### config.mk
export PLATFORM = sky130hd
export DESIGN_NAME = tws_channel
export DESIGN_NICKNAME = d
export VERILOG_FILES = /design/src/logic/tws_pkg.sv /design/src/logic/tws_sync.sv /design/src/logic/tws_channel.sv
export SDC_FILE = /design/constraint.sdc
export NUM_CORES = 1
export LEC_CHECK = 0
export ABC_AREA = 1
export BUFFER_PORTS_ARGS = -buffer_cell sky130_fd_sc_hd__buf_2
export CAP_MARGIN = 20
export CORE_ASPECT_RATIO = 0.6
export CORE_MARGIN = 4
export CORE_UTILIZATION = 57
export DETAILED_ROUTE_END_ITERATION = 10
export GPL_ROUTABILITY_DRIVEN = 0
export HOLD_SLACK_MARGIN = 0.02
export PLACE_DENSITY_LB_ADDON = 0.25
export SLEW_MARGIN = 20
export SYNTH_ARGS = -nofsm -noshare
export SYNTH_HDL_FRONTEND = slang
export SYNTH_HIERARCHICAL = 1
export SYNTH_SLANG_ARGS = --single-unit
### constraint.sdc
create_clock -name clk -period 4.1 [get_ports clk]
set_clock_uncertainty 0.2 [all_clocks]
set_input_delay 0.82 -clock clk [delete_from_list [all_inputs] [get_ports clk]]
set_output_delay 0.82 -clock clk [all_outputs]
set_load 0.03 [all_outputs]
### src/logic/tws_pkg.sv
// Shared constants and types for the two-wire serial channel.
// Assumes a single 250 MHz clock domain and word-aligned Avalon-MM byte addresses.
package tws_pkg;

  // ----------------------------------------------------------------
  // Register map (byte addresses)
  // ----------------------------------------------------------------
  localparam int ADDR_W = 5;
  localparam logic [ADDR_W-1:0] OFS_CTRL = 5'h00;
  localparam logic [ADDR_W-1:0] OFS_SHIFT = 5'h04;
  localparam logic [ADDR_W-1:0] OFS_OWN_ADDR = 5'h08;
  localparam logic [ADDR_W-1:0] OFS_TRIG = 5'h0C;
  localparam logic [ADDR_W-1:0] OFS_STATUS = 5'h10;

  // ----------------------------------------------------------------
  // Field positions
  // ----------------------------------------------------------------
  localparam int CTRL_EN = 0;
  localparam int CTRL_I2C = 1;
  localparam int CTRL_WUP = 2;
  localparam int CTRL_ACK_EN = 3;
  localparam int CTRL_WAIT_EN = 4;

  localparam int TRIG_RELEASE = 0;
  localparam int TRIG_COMMAND = 1;
  localparam int TRIG_WAIT_REL = 2;

  localparam int ST_DONE = 0;
  localparam int ST_MATCH = 1;
  localparam int ST_START = 2;
  localparam int ST_STOP = 3;
  localparam int ST_BUSY = 4;
  localparam int ST_SEL = 5;
  localparam int ST_DIR = 6;
  localparam int ST_ACK = 7;
  localparam int ST_SCL = 8;
  localparam int ST_HOLD = 9;

  // ----------------------------------------------------------------
  // Widths and reset values
  // ----------------------------------------------------------------
  localparam int BYTE_W = 8;
  localparam logic [2:0] LAST_BIT = 3'h7;
  localparam logic [2:0] CNT_RST = 3'h0;
  localparam logic [7:0] SHIFT_RST = 8'h00;
  localparam logic [7:0] SHIFT_ALL_ONES = 8'hFF;
  localparam logic [7:0] OWN_ADDR_RST = 8'h00;
  localparam logic [31:0] RDATA_ZERO = 32'h0000_0000;

  // ----------------------------------------------------------------
  // Types
  // ----------------------------------------------------------------
  typedef enum logic [1:0] {
    TWS_IDLE,
    TWS_SHIFT,
    TWS_ACK
  } tws_state_t;

  typedef struct packed {
    logic en;
    logic i2c;
    logic wakeup_select_bit;
    logic ack_en;
    logic wait_en;
  } tws_ctrl_t;

  typedef struct packed {
    logic lvl;
    logic rise;
    logic fall;
  } tws_line_t;

endpackage

### src/logic/tws_sync.sv
// Two-flop synchroniser and edge finder for the clock and data lines.
// Assumes both lines arrive asynchronously to clk.
`timescale 1ns/1ps
module tws_sync (
  input wire logic clk,
  input wire logic rst,
  input wire logic scl_in,
  input wire logic sda_in,
  output tws_pkg::tws_line_t scl,
  output tws_pkg::tws_line_t sda
);

  typedef struct packed {
    logic [1:0] s1;
    logic [1:0] s2;
    logic [1:0] s3;
  } tws_sync_state_t;

  tws_sync_state_t q_reg;
  tws_sync_state_t q_next;

  // ----------------------------------------------------------------
  // Stages
  // ----------------------------------------------------------------
  // Idle bus is high, so reset to high avoids a false edge at release
  always_comb begin
    q_next = q_reg;
    q_next.s1 = {scl_in, sda_in};
    q_next.s2 = q_reg.s1;
    q_next.s3 = q_reg.s2;
  end

  always_ff @(posedge clk) begin
    if (rst) begin
      q_reg <= '1;
    end else begin
      q_reg <= q_next;
    end
  end

  // Edges only from stages two and three
  assign scl.lvl = q_reg.s2[1];
  assign scl.rise = q_reg.s2[1] & ~q_reg.s3[1];
  assign scl.fall = ~q_reg.s2[1] & q_reg.s3[1];
  assign sda.lvl = q_reg.s2[0];
  assign sda.rise = q_reg.s2[0] & ~q_reg.s3[0];
  assign sda.fall = ~q_reg.s2[0] & q_reg.s3[0];

endmodule

### src/logic/tws_channel.sv
// Two-wire serial / single-master bus slave channel with Avalon-MM registers.
// Assumes open-drain lines with external pull-ups; the partner supplies the clock.
`timescale 1ns/1ps
module tws_channel (
  input wire logic clk,
  input wire logic rst,
  input wire logic [tws_pkg::ADDR_W-1:0] avs_address,
  input wire logic avs_read,
  input wire logic avs_write,
  input wire logic [31:0] avs_writedata,
  input wire logic [3:0] avs_byteenable,
  output logic [31:0] avs_readdata,
  output logic avs_waitrequest,
  input wire logic scl_in,
  output logic scl_out,
  output logic scl_oe,
  input wire logic sda_in,
  output logic sda_out,
  output logic sda_oe,
  output logic done_flag
);

  typedef struct packed {
    tws_pkg::tws_state_t st;
    tws_pkg::tws_ctrl_t ctrl;
    logic [2:0] cnt;
    logic [7:0] shift;
    logic [7:0] own_addr;
    logic so_latch;
    logic ack_plan;
    logic ack_drive;
    logic ack_rose;
    logic addr_phase;
    logic selected;
    logic dir;
    logic ack_seen;
    logic hold;
    logic done;
    logic match;
    logic start_seen;
    logic stop_seen;
    logic waitreq;
    logic [31:0] rdata;
    logic scl_oe;
    logic sda_oe;
  } tws_chan_state_t;

  tws_chan_state_t q_reg;
  tws_chan_state_t q_next;
  tws_pkg::tws_line_t scl;
  tws_pkg::tws_line_t sda;

  // ----------------------------------------------------------------
  // Line synchroniser
  // ----------------------------------------------------------------
  tws_sync u_sync (
    .clk(clk),
    .rst(rst),
    .scl_in(scl_in),
    .sda_in(sda_in),
    .scl(scl),
    .sda(sda)
  );

  logic start_cond;
  logic stop_cond;
  logic acc;
  logic wr;
  logic [7:0] shifted;
  logic addr_hit;

  // Conditions need the clock high on both sampled stages
  assign start_cond = sda.fall & scl.lvl & ~scl.rise;
  assign stop_cond = sda.rise & scl.lvl & ~scl.rise;
  // A request is taken in the cycle waitrequest is low
  assign acc = (avs_read | avs_write) & ~q_reg.waitreq;
  assign wr = acc & avs_write & avs_byteenable[0];
  assign shifted = {q_reg.shift[6:0], sda.lvl};
  assign addr_hit = shifted[7:1] == q_reg.own_addr[7:1];

  // ----------------------------------------------------------------
  // Next state
  // ----------------------------------------------------------------
  always_comb begin
    q_next = q_reg;

    // Bus slave: one wait cycle, then answer; write commits on the answer edge
    if ((avs_read | avs_write) & q_reg.waitreq) begin
      q_next.waitreq = 1'b0;
    end
    // Only reads refresh the data; a write leaves the last answer standing
    if (avs_read & q_reg.waitreq) begin
      q_next.rdata = tws_pkg::RDATA_ZERO;
      unique case (avs_address)
        tws_pkg::OFS_CTRL: begin
          q_next.rdata[tws_pkg::CTRL_EN] = q_reg.ctrl.en;
          q_next.rdata[tws_pkg::CTRL_I2C] = q_reg.ctrl.i2c;
          q_next.rdata[tws_pkg::CTRL_WUP] = q_reg.ctrl.wakeup_select_bit;
          q_next.rdata[tws_pkg::CTRL_ACK_EN] = q_reg.ctrl.ack_en;
          q_next.rdata[tws_pkg::CTRL_WAIT_EN] = q_reg.ctrl.wait_en;
        end
        tws_pkg::OFS_SHIFT: begin
          q_next.rdata[tws_pkg::BYTE_W-1:0] = q_reg.shift;
        end
        tws_pkg::OFS_OWN_ADDR: begin
          q_next.rdata[tws_pkg::BYTE_W-1:0] = q_reg.own_addr;
        end
        tws_pkg::OFS_STATUS: begin
          q_next.rdata[tws_pkg::ST_DONE] = q_reg.done;
          q_next.rdata[tws_pkg::ST_MATCH] = q_reg.match;
          q_next.rdata[tws_pkg::ST_START] = q_reg.start_seen;
          q_next.rdata[tws_pkg::ST_STOP] = q_reg.stop_seen;
          q_next.rdata[tws_pkg::ST_BUSY] = q_reg.st != tws_pkg::TWS_IDLE;
          q_next.rdata[tws_pkg::ST_SEL] = q_reg.selected;
          q_next.rdata[tws_pkg::ST_DIR] = q_reg.dir;
          q_next.rdata[tws_pkg::ST_ACK] = q_reg.ack_seen;
          q_next.rdata[tws_pkg::ST_SCL] = q_reg.ctrl.en & scl.lvl;
          q_next.rdata[tws_pkg::ST_HOLD] = q_reg.hold;
        end
        default: begin
          q_next.rdata = tws_pkg::RDATA_ZERO;
        end
      endcase
    end
    if (acc) begin
      q_next.waitreq = 1'b1;
    end

    if (wr) begin
      unique case (avs_address)
        tws_pkg::OFS_CTRL: begin
          q_next.ctrl.en = avs_writedata[tws_pkg::CTRL_EN];
          q_next.ctrl.i2c = avs_writedata[tws_pkg::CTRL_I2C];
          q_next.ctrl.wakeup_select_bit = avs_writedata[tws_pkg::CTRL_WUP];
          q_next.ctrl.ack_en = avs_writedata[tws_pkg::CTRL_ACK_EN];
          q_next.ctrl.wait_en = avs_writedata[tws_pkg::CTRL_WAIT_EN];
        end
        tws_pkg::OFS_SHIFT: begin
          q_next.shift = avs_writedata[tws_pkg::BYTE_W-1:0];
          // Without the enable the byte is only stored, never sent later
          if (q_reg.ctrl.en && q_reg.st == tws_pkg::TWS_IDLE && (scl.lvl || q_reg.hold)) begin
            q_next.st = tws_pkg::TWS_SHIFT;
            q_next.cnt = tws_pkg::CNT_RST;
            q_next.so_latch = avs_writedata[tws_pkg::BYTE_W-1];
            // A shift write also ends our clock hold
            q_next.hold = 1'b0;
          end
        end
        tws_pkg::OFS_OWN_ADDR: begin
          q_next.own_addr = avs_writedata[tws_pkg::BYTE_W-1:0];
        end
        tws_pkg::OFS_TRIG: begin
          // Triggers are pulses: nothing is stored, so they read back as zero
          if (q_reg.ctrl.en && avs_writedata[tws_pkg::TRIG_RELEASE]) begin
            q_next.so_latch = 1'b1;
          end
          if (q_reg.ctrl.en && avs_writedata[tws_pkg::TRIG_COMMAND]) begin
            q_next.so_latch = 1'b0;
          end
          if (avs_writedata[tws_pkg::TRIG_WAIT_REL]) begin
            q_next.hold = 1'b0;
          end
        end
        tws_pkg::OFS_STATUS: begin
          // Write one to clear; events below override in the same cycle
          if (avs_writedata[tws_pkg::ST_DONE]) begin
            q_next.done = 1'b0;
          end
          if (avs_writedata[tws_pkg::ST_START]) begin
            q_next.start_seen = 1'b0;
          end
          if (avs_writedata[tws_pkg::ST_STOP]) begin
            q_next.stop_seen = 1'b0;
          end
        end
        default: begin
        end
      endcase
    end

    // Shift engine
    unique case (q_reg.st)
      tws_pkg::TWS_IDLE: begin
      end
      tws_pkg::TWS_SHIFT: begin
        if (scl.rise) begin
          q_next.shift = shifted;
          q_next.cnt = q_reg.cnt + 3'h1;
          if (q_reg.cnt == tws_pkg::LAST_BIT) begin
            q_next.ack_rose = 1'b0;
            q_next.ack_plan = 1'b0;
            q_next.st = q_reg.ctrl.i2c ? tws_pkg::TWS_ACK : tws_pkg::TWS_IDLE;
            if (q_reg.addr_phase) begin
              q_next.addr_phase = 1'b0;
              q_next.selected = addr_hit;
              q_next.dir = shifted[0];
              q_next.ack_plan = addr_hit;
              if (addr_hit || !q_reg.ctrl.wakeup_select_bit) begin
                q_next.done = 1'b1;
              end
            end else begin
              // Receiving a data byte: acknowledge only when asked to
              q_next.ack_plan = q_reg.ctrl.ack_en & ~q_reg.dir & q_reg.selected;
              if (!(q_reg.ctrl.i2c && q_reg.ctrl.wakeup_select_bit)) begin
                q_next.done = 1'b1;
              end
            end
          end
        end else if (scl.fall && q_reg.cnt != tws_pkg::CNT_RST) begin
          // Top bit left at the shift write; later bits go out on falls
          q_next.so_latch = q_reg.shift[tws_pkg::BYTE_W-1];
        end
      end
      tws_pkg::TWS_ACK: begin
        if (scl.fall && !q_reg.ack_rose) begin
          // Release data for the ninth pulse so the receiver can pull low
          q_next.so_latch = 1'b1;
          q_next.ack_drive = q_reg.ack_plan;
        end else if (scl.rise) begin
          q_next.ack_rose = 1'b1;
          q_next.ack_seen = ~sda.lvl;
        end else if (scl.fall) begin
          q_next.ack_drive = 1'b0;
          q_next.st = tws_pkg::TWS_IDLE;
          // Clock held low after the byte until software is ready
          q_next.hold = q_reg.ctrl.wait_en & q_reg.selected;
        end
      end
      default: begin
        q_next.st = tws_pkg::TWS_IDLE;
      end
    endcase

    // Bus conditions win over the engine
    if (q_reg.ctrl.en && q_reg.ctrl.i2c && start_cond) begin
      // A start mid-byte drops the partial byte
      q_next.start_seen = 1'b1;
      q_next.addr_phase = 1'b1;
      q_next.selected = 1'b0;
      q_next.st = tws_pkg::TWS_SHIFT;
      q_next.cnt = tws_pkg::CNT_RST;
      q_next.shift = tws_pkg::SHIFT_ALL_ONES;
      q_next.so_latch = 1'b1;
      q_next.ack_drive = 1'b0;
      q_next.hold = 1'b0;
    end
    if (q_reg.ctrl.en && q_reg.ctrl.i2c && stop_cond) begin
      q_next.stop_seen = 1'b1;
      q_next.selected = 1'b0;
      q_next.addr_phase = 1'b0;
      q_next.st = tws_pkg::TWS_IDLE;
      q_next.so_latch = 1'b1;
      q_next.ack_drive = 1'b0;
      q_next.hold = 1'b0;
    end

    // Comparator lags the shift register by one cycle
    // All eight bits compared, unlike the seven of the bus address
    q_next.match = q_reg.ctrl.en & (q_reg.own_addr == q_reg.shift);

    // Disabling the channel stops everything and releases both lines
    // Triggers are never stored, so nothing of theirs needs clearing
    if (!q_reg.ctrl.en) begin
      q_next.st = tws_pkg::TWS_IDLE;
      q_next.so_latch = 1'b1;
      q_next.ack_drive = 1'b0;
      q_next.hold = 1'b0;
      q_next.selected = 1'b0;
      q_next.addr_phase = 1'b0;
      q_next.match = 1'b0;
    end

    q_next.sda_oe = q_next.ctrl.en & (~q_next.so_latch | q_next.ack_drive);
    q_next.scl_oe = q_next.ctrl.en & q_next.hold;
  end

  // ----------------------------------------------------------------
  // State register
  // ----------------------------------------------------------------
  always_ff @(posedge clk) begin
    if (rst) begin
      q_reg.st <= tws_pkg::TWS_IDLE;
      q_reg.ctrl <= '0;
      q_reg.cnt <= tws_pkg::CNT_RST;
      q_reg.shift <= tws_pkg::SHIFT_RST;
      q_reg.own_addr <= tws_pkg::OWN_ADDR_RST;
      q_reg.so_latch <= 1'b1;
      q_reg.ack_plan <= 1'b0;
      q_reg.ack_drive <= 1'b0;
      q_reg.ack_rose <= 1'b0;
      q_reg.addr_phase <= 1'b0;
      q_reg.selected <= 1'b0;
      q_reg.dir <= 1'b0;
      q_reg.ack_seen <= 1'b0;
      q_reg.hold <= 1'b0;
      q_reg.done <= 1'b0;
      q_reg.match <= 1'b0;
      q_reg.start_seen <= 1'b0;
      q_reg.stop_seen <= 1'b0;
      q_reg.waitreq <= 1'b1;
      q_reg.rdata <= tws_pkg::RDATA_ZERO;
      q_reg.scl_oe <= 1'b0;
      q_reg.sda_oe <= 1'b0;
    end else begin
      q_reg <= q_next;
    end
  end

  // ----------------------------------------------------------------
  // Outputs
  // ----------------------------------------------------------------
  // Open-drain pins only ever drive low
  // The external pull-ups make every high level
  assign scl_out = 1'b0;
  assign sda_out = 1'b0;
  assign scl_oe = q_reg.scl_oe;
  assign sda_oe = q_reg.sda_oe;
  assign avs_readdata = q_reg.rdata;
  assign avs_waitrequest = q_reg.waitreq;
  assign done_flag = q_reg.done;

endmodule

## After elaboration in Yosys (flattened, before gate mapping)

Index checks and enable logic that the tools add are counted.

- Bits in registers: 58
- Input bits: 47
- Output and inout port bits: 38

- Add/subtract/negate cells: 1
- Eq/ne operators: 13
- Muxes and demuxes: 73
- Bitwise gates (word level): 32
- Reductions and logical operators: 42

Operators by type and width:

| kind | count |
|---|---|
| two-way mux 1 bit | 41 |
| two-way mux 11 bit | 3 |
| two-way mux 2 bit | 14 |
| two-way mux 27 bit | 1 |
| nonzero test 2 bit | 11 |
| AND 1 bit | 20 |
| case mux 5 bit (4 select lines) | 1 |
| two-way mux 8 bit | 2 |
| AND reduction 3 bit | 5 |
| == test 5 x 4 -> 1 bit, second input constant | 2 |
| logical AND 1 bit | 10 |
| inverter 1 bit | 10 |
| case mux 3 bit (3 select lines) | 1 |
| == test 8 bit | 1 |
| two-way mux 4 bit | 2 |
| != test 2 bit, second input constant | 4 |
| case mux 1 bit (2 select lines) | 4 |
| == test 7 bit | 1 |
| two-way mux 3 bit | 2 |
| case mux 2 bit (3 select lines) | 1 |
| OR reduction 2 bit | 3 |
| == test 5 x 3 -> 1 bit, second input constant | 1 |
| == test 5 bit, second input constant | 1 |
| logical NOT 5 bit | 1 |
| 15 further kinds | 19 |

## Longest topological paths before layout

- Depth in word-level cells: 15
- Mapped depth: 13
- Gate-level depth less buffers: 13

## Hierarchy

The synthesis kept the hierarchy.

By module, submodules not included:

| module | instances | cells an instance | area each (µm²) | sequential area each (µm²) |
|---|---|---|---|---|
| tws_channel | 1 | 427 | 3,016.6 | 1,041.0 |
| tws_sync | 1 | 27 | 206.4 | 120.1 |

## Worst setup path before layout

OpenSTA, ideal clock, no wires.

- Path type: input to register
- Start point: input port avs_address[1] in the netlist's numbering
- End point: register q_reg, in the netlist done_flag
- Setup time: 0.109 ns
- Arrival: 1.653 ns
- Data required time: 3.791 ns
- Setup slack: 2.139 ns
- Stages on the path: 8
- Buffers on the path: 0
- Path through: nor2_8 -> nand3_1 -> inv_2 -> nand2_1 -> o21ai_0 -> o211ai_1 -> nand2_1 -> inv_1

- Cells in the longest elaborated chain, start to end: 8
- Elaborated cells between the ends (all ways): 9
- Classes of those cells: eq/ne (1); mux (8)

Ends and longest elaborated chain:

| what | line | RTL |
|---|---|---|
| from (decl) | tws_channel.sv:7 | `input wire logic [tws_pkg::ADDR_W-1:0] avs_address,` |
| == test 5 bit * | tws_channel.sv:130 | `unique case (avs_address)` |
| two-way mux 1 bit * | tws_channel.sv:130 |  |
| two-way mux 2 bit * | tws_channel.sv:129 | `if (wr) begin` |
| two-way mux 1 bit, on equally long branches | tws_channel.sv:204, tws_channel.sv:198 |  |
| two-way mux 1 bit | tws_channel.sv:193 | `if (q_reg.addr_phase) begin` |
| two-way mux 1 bit | tws_channel.sv:189 | `if (q_reg.cnt == tws_pkg::LAST_BIT) begin` |
| two-way mux 1 bit | tws_channel.sv:186 | `if (scl.rise) begin` |
| two-way mux 1 bit * | tws_channel.sv:182 | `unique case (q_reg.st)` |
| to (signal assigned) | tws_channel.sv:305 | `q_reg <= q_next;` |
| to (decl) | tws_channel.sv:48 | `tws_chan_state_t q_reg;` |

Mark *: on every way between the ends. The rest lies on a longest branch, timed or not.
A chain may end at the register's enable or synchronous reset.

## Final worst setup path

- Start point: input port rst
- End point: register q_reg[37] in the netlist's numbering

- Cells in the longest elaborated chain, start to end: 1

Ends and longest elaborated chain:

| what | line | RTL |
|---|---|---|
| from (decl) | tws_channel.sv:6 | `input wire logic rst,` |
| OR reduction 2 bit (no line) | -- |  |

No other way between the ends.

==> summary.txt <==
Outcome
  – Status: finished, final reports clean

Yosys
  – Top FF cell, synth: dfxtp_1
  – Synth area leaders: dfxtp_1 36%, a21oi_1 9.5%, buf_4 8.4%
  – Most numerous cell in the Yosys netlist: nand2_1
  – Ys Warns: 6
  – Post-Synthesis Cells: between 400 and 500
  – FF+latch count, synth: slightly below 60
  – Leading area contributor after synthesis: dfxtp_1
  – Synth Area per Inst: around 7 um^2
  – Post-synth ARST share: 0
  – Netlist cell types: 34
  – Sequential share of the synthesized area: 0.360
  – List of most frequent post-synthesis cells: 69 x nand2_1, 65 x inv_1, 61 x a21oi_1
  – Mapped cell area: between 3000 and 4000 um^2
  – Number of flops mapped to enable cells by yosys: 0
  – Share of the synthesized area in the top cell type: 0.360

Clock network
  – Clock buffer depth: 2
  – H-tree levels: 3
  – CTS tree: yes
  – Hold Buf Count CTS: 0
  – Clk sinks: 58
  – Num CTS Buffers: 9
  – CTS Root Buffer Type: clkbuf_8
  – Clk slew on worst S/H paths: 0.07 ns
  – Setup bufs post-CTS: 0
  – Clk Latency, worst-skew pair: 0.35 ns
  – CTS resizes: 0

Routing
  – Detail Route Antenna Nets: 0
  – Detailed Route Iter0 Violations: 396
  – Post-Route WL: 8300 um
  – Post-DR wirelength/cell: 15.3 um
  – Vias: roughly 3,000
  – DR pass1 iterations: 7
  – Vias per cell: 5.58
  – Residual DRC: 0

Die
  – I/O pins: 85
  – Die area: 6960 um^2
  – Die W: around 110 um
  – Die height: 66.2 um
  – Starting Density: 0.613
  – Num rows: 20
  – Core area: 5260 um^2

Global route
  – First-pass GRT wire length: 13,100 um
  – Largest net degree at the start of global routing: 26
  – Gr usage total: 0.249
  – Initial antenna violation count: 0
  – Vias in the first global route: ~2,600
  – Congestion Overflow GR: 0

Setup path
  – Arrival time of the worst setup path: 2.34 ns
  – CP startpoint kind: input port
  – Data required, critical path: 4.19 ns
  – Cell count of the worst reg-to-reg path: 7
  – Maximum fanout along the worst path: 25
  – Reg2reg setup slack: 1.97 ns
  – Reg-to-reg endpoint: q_reg[57]
  – Critical register-to-register path startpoint: q_reg[73]
  – WS Path Type: in -> reg
  – Crit. End Element: flip-flop

STA
  – Setup-failing EPs final: 0
  – Worst setup margin: 1.85 ns
  – Fin crit share: 0.549
  – Worst-Margin Slew: 0.594 ns
  – Fin. Hold Viols: 0
  – RSZ-0062 raised after global routing: no
  – Slew headroom: 0.604
  – Max-slew violations: 0
  – Setup TNS: 0 ns
  – Post-route minimum period: 2.25 ns
  – Fmax achieved: 444 MHz

Power
  – Max VDD drop: 0.000230 V
  – Clock power frac: 0.443
  – Share of power burned in registers: 0.482
  – P_int: 890 uW
  – Leak: around 0.0015 uW
  – Power Dens Cells: 346 nW/um^2
  – Psw: 298 uW
  – Sw Ratio: 0.251
  – Combinational fraction of design power: 0.076

Placement
  – Pre-CTS setup slack: 1.52 ns
  – Post-DP HPWL: between 6000 and 7000 um
  – # port buffers: 33

Cells and area
  – Ant. Diodes: 0
  – Layout Area Growth over Synthesis: 6.41%
  – Max reg flops: 38
  – Nets: 529
  – Area occupied by multi-input gates: around 1600 um^2
  – Fillers: 488
  – Share of layout cells above drive strength 1: 0.128
  – Register Area: about 1200 um^2

Flow run
  – Max-Cap Viols: 0

Min path
  – Worst Hold Launch: u_sync/q_next[2]
  – Hold endpoint: u_sync/sda[2]
  – Hold Crit Depth: 2
  – HP Class: reg -> reg
logic make-up after synthesis:
family                   Yosys count  synth area share
AO/OA/AOI/OAI                    128             0.211
adder cells (fa/ha/maj)            7            0.0272
AND/OR/NAND/NOR                  139             0.205
XOR/XNOR                           6            0.0163
other                              1           0.00116
buffers and inverters            115             0.179
flip-flops                        58             0.360
routing by layer:
layer  routed length [um]  GRT usage  share of wire  vias up
met5                    0          0              0        -
met2                 3170      0.333           0.38      206
met4                  131     0.0606          0.016        0
met3                 1230      0.140           0.15       18
met1                 3760      0.341           0.45     1341
li1                     -          -              -     1468
through the flow:
stage               cells  hold WS [ns]  area [um^2]  total power (uW)  utilization
floorplan             477         0.187         3310               668            -
global placement      530         0.192         3240               672        0.616
detailed placement    530         0.198         3240               673        0.616
CTS                   544         0.216         3430              1190        0.653
global route          544         0.238         3430              1230        0.653
finish                544         0.211         3430              1190        0.653
cell type report:
| type | count | share of cell area |
|---|---|---|
| Clock buffer | 11 | 0.0441 |
| Inverter | 69 | 0.0755 |
| Sequential cell | 58 | 0.339 |
| Timing Repair Buffer | 33 | 0.0482 |
| Clock inverter | 3 | 0.0117 |
| Multi-Input combinational cell | 304 | 0.458 |
| Tap cell | 66 | 0.0241 |
critical path, stage by stage:
cell      delay, ns
buf_2          0.26
inv_1          0.52
nand2_1        0.20
a211oi_1       0.30
nand3_1        0.11
nor2_1         0.10
power by group through the flow:
| stage | combinational, uW | clock (uW) | sequential [uW] |
|---|---|---|---|
| floorplan | 82.7 | 0 | 585 |
| global placement | 87.7 | 0 | 584 |
| detailed placement | 88.8 | 0 | 584 |
| CTS | 88.9 | 533 | 572 |
| global route | 97.9 | 558 | 572 |
| finish | 90.1 | 526 | 572 |
cell usage in the layout, fill, tap and decap left out, types with 2 or more instances in the layout:
cell	synthesis	final
o21ai_0	45	45
clkbuf_8	0	11
xnor2_1	6	6
nor4_1	2	2
inv_1	65	65
nand4_1	5	5
nand2_1	69	69
nor2_2	2	2
clkinv_2	0	2
a21oi_1	61	61
nand2_4	2	2
o22ai_1	9	9
o211ai_1	4	4
conb_1	1	24
ha_1	7	7
nand3_1	21	21
nand3_4	2	2
o21ai_1	2	2
dfxtp_1	58	58
nor2_4	3	3
a31oi_1	2	2
buf_2	3	33
inv_2	3	3
a211oi_1	2	2
nor2_1	29	29
how the worst max path moves through the flow:
stage | from | to | slack, ns | cells after the start
floorplan | avs_address[1] | done_flag | 2.14 | 8
global placement | rst | q_reg[37] | 1.56 | 6
detailed placement | rst | q_reg[39] | 1.52 | 6
CTS | rst | q_reg[39] | 1.91 | 6
global route | rst | q_reg[37] | 1.74 | 6
finish | rst | q_reg[37] | 1.85 | 6
Note: power is estimated with default switching activity, not from simulation.
